File: src/hdl/ams_pkg.sv
// Purpose: shared constants, field layout and lookup values for the measurement scheduler
// Assumes: 16-bit configuration word, core clock of 100 MHz
// Notes: conversion times are kept in microseconds; cycle counts derive from them
package ams_pkg;
    // ==========================================================
    // configuration word layout
    localparam int CFG_W = 16;
    localparam int MODE_MSB = 15;
    localparam int MODE_LSB = 12;
    localparam int BUS_CT_MSB = 11;
    localparam int BUS_CT_LSB = 9;
    localparam int SHUNT_CT_MSB = 8;
    localparam int SHUNT_CT_LSB = 6;
    localparam int TEMP_CT_MSB = 5;
    localparam int TEMP_CT_LSB = 3;
    localparam int AVG_MSB = 2;
    localparam int AVG_LSB = 0;
    // mode bit 3 marks continuous, bits 2..0 enable temp, shunt, bus
    localparam int MODE_CONT_BIT = 3;
    localparam logic [3:0] MODE_SHUTDOWN = 4'h0;
    localparam logic [3:0] MODE_CONT_TEMP_SHUNT = 4'he;
    localparam logic [3:0] MODE_CONT_ALL = 4'hf;
    localparam logic [2:0] CT_RESET = 3'h5;
    localparam logic [2:0] AVG_RESET = 3'h0;
    localparam logic [CFG_W-1:0] CFG_RESET = {MODE_CONT_ALL, CT_RESET, CT_RESET, CT_RESET, AVG_RESET};

    // ==========================================================
    // channels, in conversion order
    localparam logic [1:0] CH_BUS = 2'h0;
    localparam logic [1:0] CH_SHUNT = 2'h1;
    localparam logic [1:0] CH_TEMP = 2'h2;

    // ==========================================================
    // timing
    localparam int CLK_MHZ = 100;
    localparam int TIMER_W = 20;
    localparam int AVG_CNT_W = 11;

    typedef enum logic {S_IDLE, S_CONV} ams_state_t;

    // conversion time in microseconds for time codes 0h to 7h
    localparam int CONV_US_CODE0 = 50;
    localparam int CONV_US_CODE1 = 84;
    localparam int CONV_US_CODE2 = 150;
    localparam int CONV_US_CODE3 = 280;
    localparam int CONV_US_CODE4 = 540;
    localparam int CONV_US_CODE5 = 1052;
    localparam int CONV_US_CODE6 = 2074;
    localparam int CONV_US_CODE7 = 4120;

    // samples per averaged result for averaging codes 0h to 7h
    localparam int AVG_N_CODE0 = 1;
    localparam int AVG_N_CODE1 = 4;
    localparam int AVG_N_CODE2 = 16;
    localparam int AVG_N_CODE3 = 64;
    localparam int AVG_N_CODE4 = 128;
    localparam int AVG_N_CODE5 = 256;
    localparam int AVG_N_CODE6 = 512;
    localparam int AVG_N_CODE7 = 1024;
endpackage : ams_pkg

File: src/hdl/ams_adc_measurement_scheduler.sv
// Purpose: schedules bus, shunt and temperature conversions from the measurement config word
// Assumes: register writes arrive on core_clk from the serial host logic; front end converts while conv_active
// Notes: a config write restarts scheduling from the first enabled input; a write that enables no input parks it
`timescale 1ns/10ps
module ams_adc_measurement_scheduler #(
    parameter int CYCLES_PER_US = ams_pkg::CLK_MHZ
) (
    input wire logic core_clk,
    input wire logic rst_n,
    input wire logic cfg_wr_en,
    input wire logic [ams_pkg::CFG_W-1:0] cfg_wdata,
    output logic [ams_pkg::CFG_W-1:0] cfg_rdata,
    output logic conv_active,
    output logic [1:0] conv_channel,
    output logic sample_done,
    output logic result_update,
    output logic [1:0] result_channel
);
    import ams_pkg::*;

    // ==========================================================
    // state
    ams_state_t state;
    logic [CFG_W-1:0] cfg;
    logic start_req;
    logic [1:0] ch;
    logic [TIMER_W-1:0] timer;
    logic [AVG_CNT_W-1:0] samp;

    // lowest enabled input of a mask
    function automatic logic [1:0] lowest_set(input logic [2:0] m);
        if (m[CH_BUS]) begin
            lowest_set = CH_BUS;
        end else if (m[CH_SHUNT]) begin
            lowest_set = CH_SHUNT;
        end else begin
            lowest_set = CH_TEMP;
        end
    endfunction : lowest_set

    // inputs that come after a channel in conversion order
    function automatic logic [2:0] after_mask(input logic [1:0] c);
        case (c)
            CH_BUS: after_mask = 3'h6;
            CH_SHUNT: after_mask = 3'h4;
            default: after_mask = 3'h0;
        endcase
    endfunction : after_mask

    // conversion time in microseconds for a time code
    function automatic int conv_time_us(input logic [2:0] code);
        case (code)
            3'h0: conv_time_us = CONV_US_CODE0;
            3'h1: conv_time_us = CONV_US_CODE1;
            3'h2: conv_time_us = CONV_US_CODE2;
            3'h3: conv_time_us = CONV_US_CODE3;
            3'h4: conv_time_us = CONV_US_CODE4;
            3'h5: conv_time_us = CONV_US_CODE5;
            3'h6: conv_time_us = CONV_US_CODE6;
            default: conv_time_us = CONV_US_CODE7;
        endcase
    endfunction : conv_time_us

    // samples per averaged result for an averaging code
    function automatic int avg_samples(input logic [2:0] code);
        case (code)
            3'h0: avg_samples = AVG_N_CODE0;
            3'h1: avg_samples = AVG_N_CODE1;
            3'h2: avg_samples = AVG_N_CODE2;
            3'h3: avg_samples = AVG_N_CODE3;
            3'h4: avg_samples = AVG_N_CODE4;
            3'h5: avg_samples = AVG_N_CODE5;
            3'h6: avg_samples = AVG_N_CODE6;
            default: avg_samples = AVG_N_CODE7;
        endcase
    endfunction : avg_samples

    // ==========================================================
    // field decode
    wire [3:0] mode = cfg[MODE_MSB:MODE_LSB];
    wire [2:0] mode_mask = mode[2:0];
    wire mode_cont = mode[MODE_CONT_BIT];
    wire [2:0] bus_ct = cfg[BUS_CT_MSB:BUS_CT_LSB];
    wire [2:0] shunt_ct = cfg[SHUNT_CT_MSB:SHUNT_CT_LSB];
    wire [2:0] temp_ct = cfg[TEMP_CT_MSB:TEMP_CT_LSB];
    wire [2:0] avg_code = cfg[AVG_MSB:AVG_LSB];

    // per-channel time selection, and the one shared averaging count
    wire [2:0] ch_ct = (ch == CH_BUS) ? bus_ct : ((ch == CH_SHUNT) ? shunt_ct : temp_ct);
    wire [TIMER_W-1:0] conv_cycles = TIMER_W'(conv_time_us(ch_ct) * CYCLES_PER_US);
    wire [AVG_CNT_W-1:0] avg_last = AVG_CNT_W'(avg_samples(avg_code) - 1);

    // ==========================================================
    // sequencing terms
    // a pending restart outranks the end of a running conversion
    wire conv_end = (state == S_CONV) && !start_req && (timer == conv_cycles - TIMER_W'(1));
    wire avg_done = conv_end && (samp == avg_last);
    wire [2:0] later = mode_mask & after_mask(ch);
    wire have_next = |later;
    wire [1:0] first_ch = lowest_set(mode_mask);
    wire [1:0] later_ch = lowest_set(later);
    wire pass_end = avg_done && !have_next;

    // next state: shutdown codes park the scheduler, triggered codes stop after one pass
    wire start_run = start_req && (mode_mask != 3'h0);
    wire stop_run = (start_req && (mode_mask == 3'h0)) || (pass_end && !mode_cont);
    wire ams_state_t next_state = start_run ? S_CONV : (stop_run ? S_IDLE : state);
    wire [1:0] next_ch = start_req ? first_ch : (avg_done ? (have_next ? later_ch : first_ch) : ch);
    wire [TIMER_W-1:0] next_timer = (start_req || conv_end) ? '0 : timer + TIMER_W'(1);
    wire [AVG_CNT_W-1:0] next_samp = (start_req || avg_done) ? '0 : (conv_end ? samp + AVG_CNT_W'(1) : samp);

    // ==========================================================
    // configuration register; a write is acted on the cycle after it lands
    always_ff @(posedge core_clk or negedge rst_n) begin
        if (!rst_n) begin
            cfg <= CFG_RESET;
            start_req <= 1'b0;
        end else begin
            if (cfg_wr_en) begin
                cfg <= cfg_wdata;
            end
            start_req <= cfg_wr_en;
        end
    end

    // scheduler registers; timer only advances while converting so idle power stays flat
    always_ff @(posedge core_clk or negedge rst_n) begin
        if (!rst_n) begin
            state <= S_IDLE;
            ch <= CH_BUS;
            timer <= '0;
            samp <= '0;
        end else begin
            state <= next_state;
            ch <= next_ch;
            timer <= (next_state == S_CONV) ? next_timer : '0;
            samp <= (next_state == S_CONV) ? next_samp : '0;
        end
    end

    // registered outputs; sample and result pulses trail the conversion end by one cycle
    always_ff @(posedge core_clk or negedge rst_n) begin
        if (!rst_n) begin
            cfg_rdata <= CFG_RESET;
            conv_active <= 1'b0;
            conv_channel <= CH_BUS;
            sample_done <= 1'b0;
            result_update <= 1'b0;
            result_channel <= CH_BUS;
        end else begin
            cfg_rdata <= cfg_wr_en ? cfg_wdata : cfg;
            conv_active <= (next_state == S_CONV);
            conv_channel <= next_ch;
            sample_done <= conv_end;
            result_update <= avg_done;
            if (avg_done) begin
                result_channel <= ch;
            end
        end
    end

    // ==========================================================
    // checks: helper counters measure conversion length and samples per result
    logic [TIMER_W:0] hlp_len;
    logic [AVG_CNT_W:0] hlp_samps;

    always_ff @(posedge core_clk or negedge rst_n) begin
        if (!rst_n) begin
            hlp_len <= '0;
            hlp_samps <= '0;
        end else begin
            hlp_len <= (start_req || conv_end || state != S_CONV) ? '0 : hlp_len + (TIMER_W+1)'(1);
            hlp_samps <= (start_req || avg_done) ? '0 : (conv_end ? hlp_samps + (AVG_CNT_W+1)'(1) : hlp_samps);
        end
    end
endmodule : ams_adc_measurement_scheduler

File: config.mk
export PLATFORM = sky130hd
export DESIGN_NAME = ams_adc_measurement_scheduler
export DESIGN_NICKNAME = d
export VERILOG_FILES = /design/src/hdl/ams_pkg.sv /design/src/hdl/ams_adc_measurement_scheduler.sv
export SDC_FILE = /design/constraint.sdc
export NUM_CORES = 1
export LEC_CHECK = 0
export ABC_AREA = 1
export BUFFER_PORTS_ARGS = -buffer_cell sky130_fd_sc_hd__buf_2
export CAP_MARGIN = 10
export CORE_ASPECT_RATIO = 0.8
export CORE_MARGIN = 1
export CORE_UTILIZATION = 55
export CTS_CLUSTER_DIAMETER = 100
export DETAILED_ROUTE_END_ITERATION = 10
export PLACE_DENSITY = 0.78
export SYNTH_ARGS = -nofsm -noshare
export SYNTH_HDL_FRONTEND = slang
export SYNTH_SLANG_ARGS = --single-unit
File: constraint.sdc
create_clock -name core_clk -period 4.3 [get_ports core_clk]
set_input_delay 0.215 -clock core_clk [delete_from_list [all_inputs] [get_ports core_clk]]
set_output_delay 0.215 -clock core_clk [all_outputs]
set_load 0.005 [all_outputs]
==> results of run 1 <==
## flip-flops by register name (all words and copies together), names as in the netlist
register / flops
conv_channel: 2
result_channel: 2
conv_active: 1
start_req: 1
sample_done: 1
timer: 20
cfg_rdata: 16
result_update: 1
samp: 11
## placed cells by master, fill, tap and decap left out, types with 3 or more instances in the layout
cell,netlist,routed
dfrtp_1,45,43
dfstp_2,10,10
conb_1,2,3
nand4_1,4,4
nor2_1,75,58
inv_1,84,72
nand3b_1,4,4
fa_1,4,4
nand3_4,2,5
nand3_1,52,44
nand2_4,3,14
buf_6,3,4
buf_12,0,3
xor2_1,22,22
nand3_2,15,20
a31oi_1,3,3
a21oi_2,1,3
nor2_2,11,18
buf_4,1,67
mux2_2,6,6
inv_4,0,4
inv_2,4,13
ha_1,32,21
nor2_4,2,12
buf_2,1,41
o21ai_0,19,16
xnor2_1,14,13
nor3_2,0,3
ha_4,0,10
a21oi_1,9,6
nor3_1,12,7
nand2_2,11,14
nand2_1,140,127
clkbuf_8,0,6
## through the flow
stage          worst slack (ps)  hold WS, ps  TNS (ps)
2_1_floorplan             29.43       -80.59         0
3_3_place_gp             -276.6        374.2     -6374
3_5_place_dp             -378.1        383.6     -8534
4_1_cts                  -131.4        38.15     -1294
5_1_grt                  -445.8        75.56    -13430
6_report                 -239.6        14.61     -5510
## per-layer routing
layer  vias up  routed length (µm)
li1       2204                   -
met1      2208                5531
met2       181                6499
met3        23                 855
met4         0                 161
met5         -                   0
## kinds of logic (layout without fill, tap and decap cells)
| logic type | Yosys count | in the layout |
|---|---|---|
| flip-flops | 55 | 55 |
| AND/OR/NAND/NOR | 339 | 341 |
| other | 2 | 3 |
| adder cells (fa/ha/maj) | 36 | 36 |
| AO/OA/AOI/OAI | 42 | 42 |
| buffers and inverters | 103 | 214 |
| XOR/XNOR | 36 | 36 |
| multiplexers | 6 | 6 |
## where the power goes
part | total, mW | leakage [nW] | switching [mW] | internal, mW
Combinational | 1.82 | 2.24 | 0.994 | 0.825
Sequential | 0.577 | 0.709 | 0.0298 | 0.547
Clock | 0.356 | 0.0600 | 0.187 | 0.169
Total | 2.75 | 3.00 | 1.21 | 1.54
## worst max-delay path, delay by kind of cell, from the launching register on
| kind | cells | cell delay (ps) |
|---|---|---|
| adder cells (fa/ha/maj) | 4 | 920 |
| buffers and inverters | 6 | 720 |
| XOR/XNOR | 1 | 110 |
| flip-flops | 1 | 470 |
| AND/OR/NAND/NOR | 21 | 2200 |
## what timing repair did
action / in CTS / in global routing
gates cloned: 3 / 1
setup endpoints to repair: 38 / 38
gates resized for setup: 44 / 52
setup buffers: 17 / 9
pin swaps: 31 / 32
## layout make-up
type,instances,area [µm²],share of cell area (%)
Inverter,89,344.1,5.653
Multi-Input combinational cell,464,3234,53.13
Tap cell,108,135.1,2.220
Clock inverter,1,8.758,0.1439
Sequential cell,55,1391,22.86
Clock buffer,7,107.6,1.768
Timing Repair Buffer,117,865.8,14.22
## how the worst min path moves through the flow
stage | startpoint | end | depth (start not counted)
6_report | rst_n | samp[3] | 2
5_1_grt | rst_n | samp[6] | 2
4_1_cts | rst_n | samp[6] | 2
3_5_place_dp | rst_n | samp[6] | 2
3_3_place_gp | rst_n | samp[4] | 2
2_1_floorplan | rst_n | cfg_rdata[0] | 0
==> results.json, run 1 <==
{
  "met2_usage_pct": 51.13,
  "dieArea_um2": 8649,
  "vias": 4616,
  "synth_top_cells_by_area": "dfrtp_1, nand2_1, ha_1, inv_1, nor2_1",
  "core-area_um2": 7983,
  "ant_nets": 0,
  "slowest_delay_ps": 470,
  "wl_um": 13050,
  "synth_top_area_share_pct": 24.73,
  "final_cell_area_um2": 6087,
  "yosysMostFrequentCell": "nand2_1",
  "r2r_slack_ps": -240,
  "finalPower_mw": 2.752,
  "p_per_area_nw_per_um2": 452.1,
  "reg2reg_depth": 32,
  "clk_latency_ps": 320,
  "clock_tree.root_cell": "clkbuf_8",
  "period_share_pct": 105.6,
  "ir_worst_vdd_mv": 0.2336,
  "synth_edf_count": 0,
  "gp_congestion": 0.9009,
  "clockBufferDepth": 2,
  "grt_pass1_wl_um": 20940,
  "grt_antenna_before_repair": 0,
  "r2r_start": "conv_channel[0]",
  "htree_levels": 2,
  "synth_simple_gate_area_share_pct": 35.89,
  "max_cap_viol_count": 0,
  "p_leak_nw": 3.005,
  "grt_use_met3_pct": 4.317,
  "track_usage_pct": 29.56,
  "setup_viol": 37,
  "cts.clk_slew.worst_paths_ps": 110,
  "numClockSinks": 55,
  "die_w_um": 103.7,
  "crit_end": "samp[6]",
  "yosysUniqueCellTypes": 46,
  "rsz0062_at_grt": "yes",
  "critPathLaunchType": "flip-flop",
  "finalHoldViolations": 0,
  "vias_per_cell": 5.489,
  "avgRoutedWirePerCell_um": 15.51,
  "drc": 0,
  "hpwl_um": 8418,
  "fin_crit_ps": 4540,
  "synth_area_um2": 4553,
  "overflow": 0,
  "top_usage_layer": "met2",
  "cts_tree": "built",
  "grt_max_degree": 56,
  "worst_slew_pin_slew_ps": 699.5,
  "ys_seq_area_share_pct": 30.50,
  "synth_area_leader_cell": "dfrtp_1",
  "startpoint": "conv_channel[0]",
  "cpMaxStageDelayCell": "dfrtp_2",
  "synth_top_family_by_area": "simple AND/OR/NAND/NOR gates",
  "path_class": "reg -> reg",
  "end_kind": "flip-flop",
  "fmax_ghz": 0.2203,
  "clock_skew_ps": 15.78,
  "ys_warn_count": 0,
  "ctsHoldBuffers": 0,
  "synth.area.mux_share_pct": 1.484,
  "synthXorXnorAreaFrac_pct": 6.925,
  "crit_arrival_ps": 4750,
  "rows": 29,
  "worst_slack_ps": -239.6,
  "ys_dominant_reg_cell": "dfrtp_1",
  "fillCellCount": 544,
  "first_global_vias": 4550,
  "met1_usage_pct": 39.54,
  "hp-class": "in -> async",
  "die_h_um": 83.38,
  "r2r_end": "samp[6]",
  "required_ps": 4510,
  "drive_above_1_share_pct": 37.11,
  "cp_max_fo": 6,
  "fin_nets": 787,
  "start_util_pct": 57.04,
  "slew_headroom_pct": 53.36,
  "portBuffers": 41,
  "syn_avg_cell_area_um2": 7.356,
  "synth-adder-area-share_pct": 10.55,
  "n_antenna_cell": 0,
  "area_growth_pct": 33.69,
  "synthArstFlopShare_pct": 100.0,
  "drv_slew": 0,
  "post_dp_cell_area_um2": 5300,
  "final_cells": 841,
  "drt_pass1_iterations": 8,
  "first_iter_violations": 302,
  "ys_top_cells_by_count": "nand2_1, inv_1, nor2_1, nand3_1, dfrtp_1",
  "synth_compound_area_share_pct": 5.386,
  "ys_ff_latch": 55,
  "placedCellCount": 803,
  "synth_cells": 619,
  "numCtsBuffers": 5,
  "fin_util_pct": 76.25,
  "outcome": "complete, but fails checks",
  "violations": "negative setup slack",
  "io_pins": 42
}
No activity file was read; power rests on OpenSTA's default activity.
==> run 2, diff against run 1 <==
--- a/config.mk
+++ b/config.mk
@@ -11,9 +11,8 @@
 export CORE_ASPECT_RATIO = 0.8
 export CORE_MARGIN = 1
 export CORE_UTILIZATION = 55
-export CTS_CLUSTER_DIAMETER = 100
 export DETAILED_ROUTE_END_ITERATION = 10
-export PLACE_DENSITY = 0.78
+export PLACE_DENSITY = 0.75
 export SYNTH_ARGS = -nofsm -noshare
 export SYNTH_HDL_FRONTEND = slang
 export SYNTH_SLANG_ARGS = --single-unit
==> constraint.sdc (replaced) <==
create_clock -name core_clk -period 5.75 [get_ports core_clk]
set_input_delay 0.2875 -clock core_clk [delete_from_list [all_inputs] [get_ports core_clk]]
set_output_delay 0.2875 -clock core_clk [all_outputs]
set_load 0.005 [all_outputs]
==> results.json, run 2 (same netlist as run 1, synthesis figures left out) <==
{
  "outcome": "complete, no violations",
  "setup_viol": 0,
  "cts.clk_slew.worst_paths_ps": 100,
  "critPathLaunchType": "flip-flop",
  "startpoint": "cfg_rdata[5]",
  "fmax_ghz": 0.1918,
  "period_share_pct": 90.67,
  "grt_antenna_before_repair": 0,
  "fin_tns_setup_ps": 0,
  "required_ps": 5990,
  "largest-register": "timer",
  "p_per_area_nw_per_um2": 305.2,
  "first_global_vias": 4015,
  "grt_max_degree": 56,
  "portBuffers": 41,
  "layout_commonest_cell": "nand2_1",
  "final_cell_mix": "nand2_1, inv_1, nor2_1, nand3_1, dfrtp_1",
  "dieArea_um2": 8649,
  "ant_nets": 0,
  "hp-class": "in -> async",
  "vias": 4092,
  "hpwl_um": 8206,
  "gp_congestion": 0.9796,
  "p_leak_nw": 2.553,
  "cp_max_fo": 15,
  "track_usage_pct": 25.27,
  "wl_um": 10200,
  "drv_slew": 0,
  "htree_levels": 2,
  "start_util_pct": 57.04,
  "overflow": 0,
  "end_kind": "flip-flop",
  "path_class": "reg -> reg",
  "fin_nets": 712,
  "fin_crit_ps": 5213,
  "slew_headroom_pct": 22.57,
  "ir_worst_vdd_mv": 0.1299,
  "crit_arrival_ps": 5450,
  "numClockSinks": 55,
  "worst_slew_pin_slew_ps": 1157,
  "clk_latency_ps": 300,
  "drive_above_1_share_pct": 18.84,
  "rows": 29,
  "slowest_delay_ps": 540,
  "placedCellCount": 758,
  "vias_per_cell": 5.342,
  "drc": 0,
  "ctsHoldBuffers": 0,
  "avgRoutedWirePerCell_um": 13.31,
  "grt_pass1_wl_um": 18010,
  "clock_tree.root_cell": "clkbuf_8",
  "cpMaxStageDelayCell": "dfstp_2",
  "n_antenna_cell": 0,
  "cts_tree": "built",
  "final_cells": 766,
  "finalHoldViolations": 0,
  "largest_reg_flops": 20,
  "area_growth_pct": 9.151,
  "max_cap_viol_count": 0,
  "reg_top3": "timer: 20 flops, cfg_rdata: 16 flops, samp: 11 flops",
  "clock_skew_ps": 6.935,
  "drt_pass1_iterations": 5,
  "die_h_um": 83.38,
  "rsz0062_at_grt": "no",
  "first_iter_violations": 201,
  "die_w_um": 103.7,
  "clockBufferDepth": 2,
  "numCtsBuffers": 5,
  "core-area_um2": 7983,
  "io_pins": 42,
  "r2r_start": "cfg_rdata[5]"
}
==> run 2: worst paths after layout <==
| kind | end | slack (ps) | cells after the start |
|---|---|---|---|
| min in group core_clk | cfg_rdata[1] | 180 | 3 |
| worst min register to register | timer[0] | 470 | 1 |
| worst max register to register | samp[1] | 540 | 33 |
| worst max-delay path | samp[1] | 540 | 33 |
| max in group asynchronous | conv_channel[0] | 5180 | 2 |
| worst min-delay path | result_channel[0] | 100 | 2 |
==> run 2: area by class of cell <==
cell class	count	area (µm²)
Fill cell	752	3013
Multi-Input combinational cell	462	2778
Sequential cell	55	1391
Inverter	89	334.1
Timing Repair Buffer	44	227.7
Tap cell	108	135.1
Clock buffer	7	96.34
Clock inverter	1	7.507
==> run 2: per-stage QoR <==
stage	instance area, µm²	power, mW	worst slack (ps)	util [%]	hold WS (ps)
final	4970	1.517	536.7	62.26	98.81
after global routing	4970	1.651	27.76	62.26	158.3
after CTS	4943	1.508	260.9	61.93	116.4
after detailed placement	4840	1.271	311.5	60.63	451.5
after global placement	4840	1.248	550.8	60.63	452.2
after floorplan	4557	1.075	1232	-	-8.091
==> run 2: metal layers <==
metal  track usage [%]  wire length [µm]
met5                 0                 0
met3             4.317               542
met4             4.935               102
met1             36.48              5110
met2             40.09              4440
==> run 2: report_power, final <==
part	switching [mW]	internal [mW]
clock	0.123	0.110
combinational	0.547	0.307
sequential	0.0212	0.409
==> run 2: worst max-delay path, delay by kind of cell (launching register included) <==
family / cells / cell delay (ps)
buffers and inverters: 5 / 500
xor gates and xnor gates: 1 / 140
and+or+nand+nor: 22 / 2620
DFF: 1 / 540
adders and majority gates: 5 / 1330
==> run 2: timing repair <==
action | in CTS | in global routing
endpoints found under the setup margin | 0 | 32
setup buffers | 0 | 0
gates resized for setup | 0 | 7
==> run 3, diff against run 2 <==
--- a/config.mk
+++ b/config.mk
@@ -9,7 +9,7 @@
 export BUFFER_PORTS_ARGS = -buffer_cell sky130_fd_sc_hd__buf_2
 export CAP_MARGIN = 10
 export CORE_ASPECT_RATIO = 0.8
-export CORE_MARGIN = 1
+export CORE_MARGIN = 3
 export CORE_UTILIZATION = 55
 export DETAILED_ROUTE_END_ITERATION = 10
 export PLACE_DENSITY = 0.75
==> results.json, run 3 (same netlist as run 1, synthesis figures left out) <==
{
  "outcome": "complete, no violations",
  "wl_um": 9995,
  "post_dp_cell_area_um2": 4840,
  "dieArea_um2": 9413,
  "period_share_pct": 91.30,
  "drv_slew": 0,
  "cts_setup_buffers": 0,
  "fin_crit_ps": 5250,
  "largest-register": "timer",
  "drc": 0,
  "htree_levels": 2,
  "critPathLaunchType": "flip-flop",
  "core-area_um2": 7983,
  "required_ps": 5960,
  "cts_tree": "built",
  "hpwl_um": 7962,
  "path_class": "reg -> reg",
  "grt_pass1_wl_um": 16750,
  "grt_antenna_before_repair": 0,
  "p_leak_nw": 2.561,
  "start_util_pct": 57.04,
  "top_usage_layer": "met2",
  "drive_above_1_share_pct": 18.24,
  "layout_commonest_cell": "nand2_1",
  "place_ws_ps": 252.8,
  "ctsHoldBuffers": 0,
  "portBuffers": 41,
  "fillCellCount": 693,
  "reg_top3": "timer: 20 flops, cfg_rdata: 16 flops, samp: 11 flops",
  "setup_viol": 0,
  "die_h_um": 87.38,
  "clock_skew_ps": 9.248,
  "worst_slew_pin_slew_ps": 1201,
  "ant_nets": 0,
  "n_antenna_cell": 0,
  "cpMostUsedCell": "nor2_1",
  "numClockSinks": 55,
  "final_cells": 766,
  "avgRoutedWirePerCell_um": 13.05,
  "ir_worst_vdd_mv": 0.1290,
  "overflow": 0,
  "hold-worst-slack_ps": 81.97,
  "clk_latency_ps": 310,
  "first_iter_violations": 262,
  "end_kind": "flip-flop",
  "hp-class": "in -> async",
  "final_cell_area_um2": 4982,
  "placedCellCount": 758,
  "drt_pass1_iterations": 5,
  "die_w_um": 107.7,
  "cts_resized": 0,
  "cpMaxStageDelayCell": "dfrtp_1",
  "first_global_vias": 3687,
  "grt_use_met3_pct": 4.893,
  "max_cap_viol_count": 0,
  "cp_max_fo": 13,
  "slew_headroom_pct": 19.65,
  "clock_tree.root_cell": "clkbuf_8",
  "p_per_area_nw_per_um2": 306.1,
  "clockBufferDepth": 2,
  "finalPower_mw": 1.525,
  "met1_usage_pct": 31.08,
  "fin_nets": 712,
  "grt_max_degree": 56,
  "cts.clk_slew.worst_paths_ps": 90,
  "vias_per_cell": 5.245,
  "worst_slack_ps": 500.4,
  "final_cell_mix": "nand2_1, inv_1, nor2_1, nand3_1, dfrtp_1",
  "rows": 29,
  "met2_usage_pct": 34.31,
  "area_growth_pct": 9.426,
  "fmax_ghz": 0.1905,
  "r2r_slack_ps": 500,
  "gp_congestion": 0.9453,
  "io_pins": 42,
  "vias": 4018,
  "largest_reg_flops": 20,
  "slowest_delay_ps": 480,
  "track_usage_pct": 21.96,
  "finalHoldViolations": 0,
  "crit_arrival_ps": 5460,
  "numCtsBuffers": 5
}
-- run 3: cell count changes in the layout (fill, tap and decap cells not counted), sizes merged --
cell | before | now
clkinvlp | 1 | 0
bufinv | 0 | 1
-- run 3: worst max-delay path: cells and delay by family (launching register included) --
family	cells	cell delay (ps)
xor+xnor	1	170
fa+ha+maj	5	1380
buf+inv	5	660
flops	1	480
simple gates	20	2460
-- run 3: power by group --
group	total, mW	internal [mW]	switching [mW]
Combinational	0.844	0.307	0.537
Sequential	0.430	0.409	0.0213
Clock	0.251	0.130	0.121
-- run 3: layout make-up --
cell class,instances,area [µm²],area share (%)
Multi-Input combinational cell,462,2789,55.98
Sequential cell,55,1390,27.90
Inverter,89,334.1,6.705
Timing Repair Buffer,44,227.7,4.571
Tap cell,108,135.1,2.712
Clock buffer,7,76.32,1.532
Clock inverter,1,30.03,0.6027
-- run 3: through the flow --
step | setup TNS, ps | utilization, %
finish | 0 | 62.41
global route | -0.4392 | 62.41
CTS | 0 | 61.96
detailed placement | 0 | 60.63
global placement | 0 | 60.63
floorplan | 0 | -
-- run 3: worst paths after layout --
kind	end	cells after the start	start
worst max-delay path	timer[13]	31	conv_channel[1]
worst min-delay path	cfg_rdata[10]	2	rst_n
worst max register to register	timer[13]	31	conv_channel[1]
worst min register to register	timer[0]	1	timer[0]
max in group asynchronous	conv_channel[0]	2	rst_n
min in group core_clk	cfg_rdata[2]	3	cfg_wdata[2]
-- run 3: per-layer routing --
| metal | wire length, µm | up-vias |
|---|---|---|
| li1 | - | 2043 |
| met1 | 4992 | 1873 |
| met2 | 4323 | 94 |
| met3 | 576 | 8 |
| met4 | 102 | 0 |
| met5 | 0 | - |
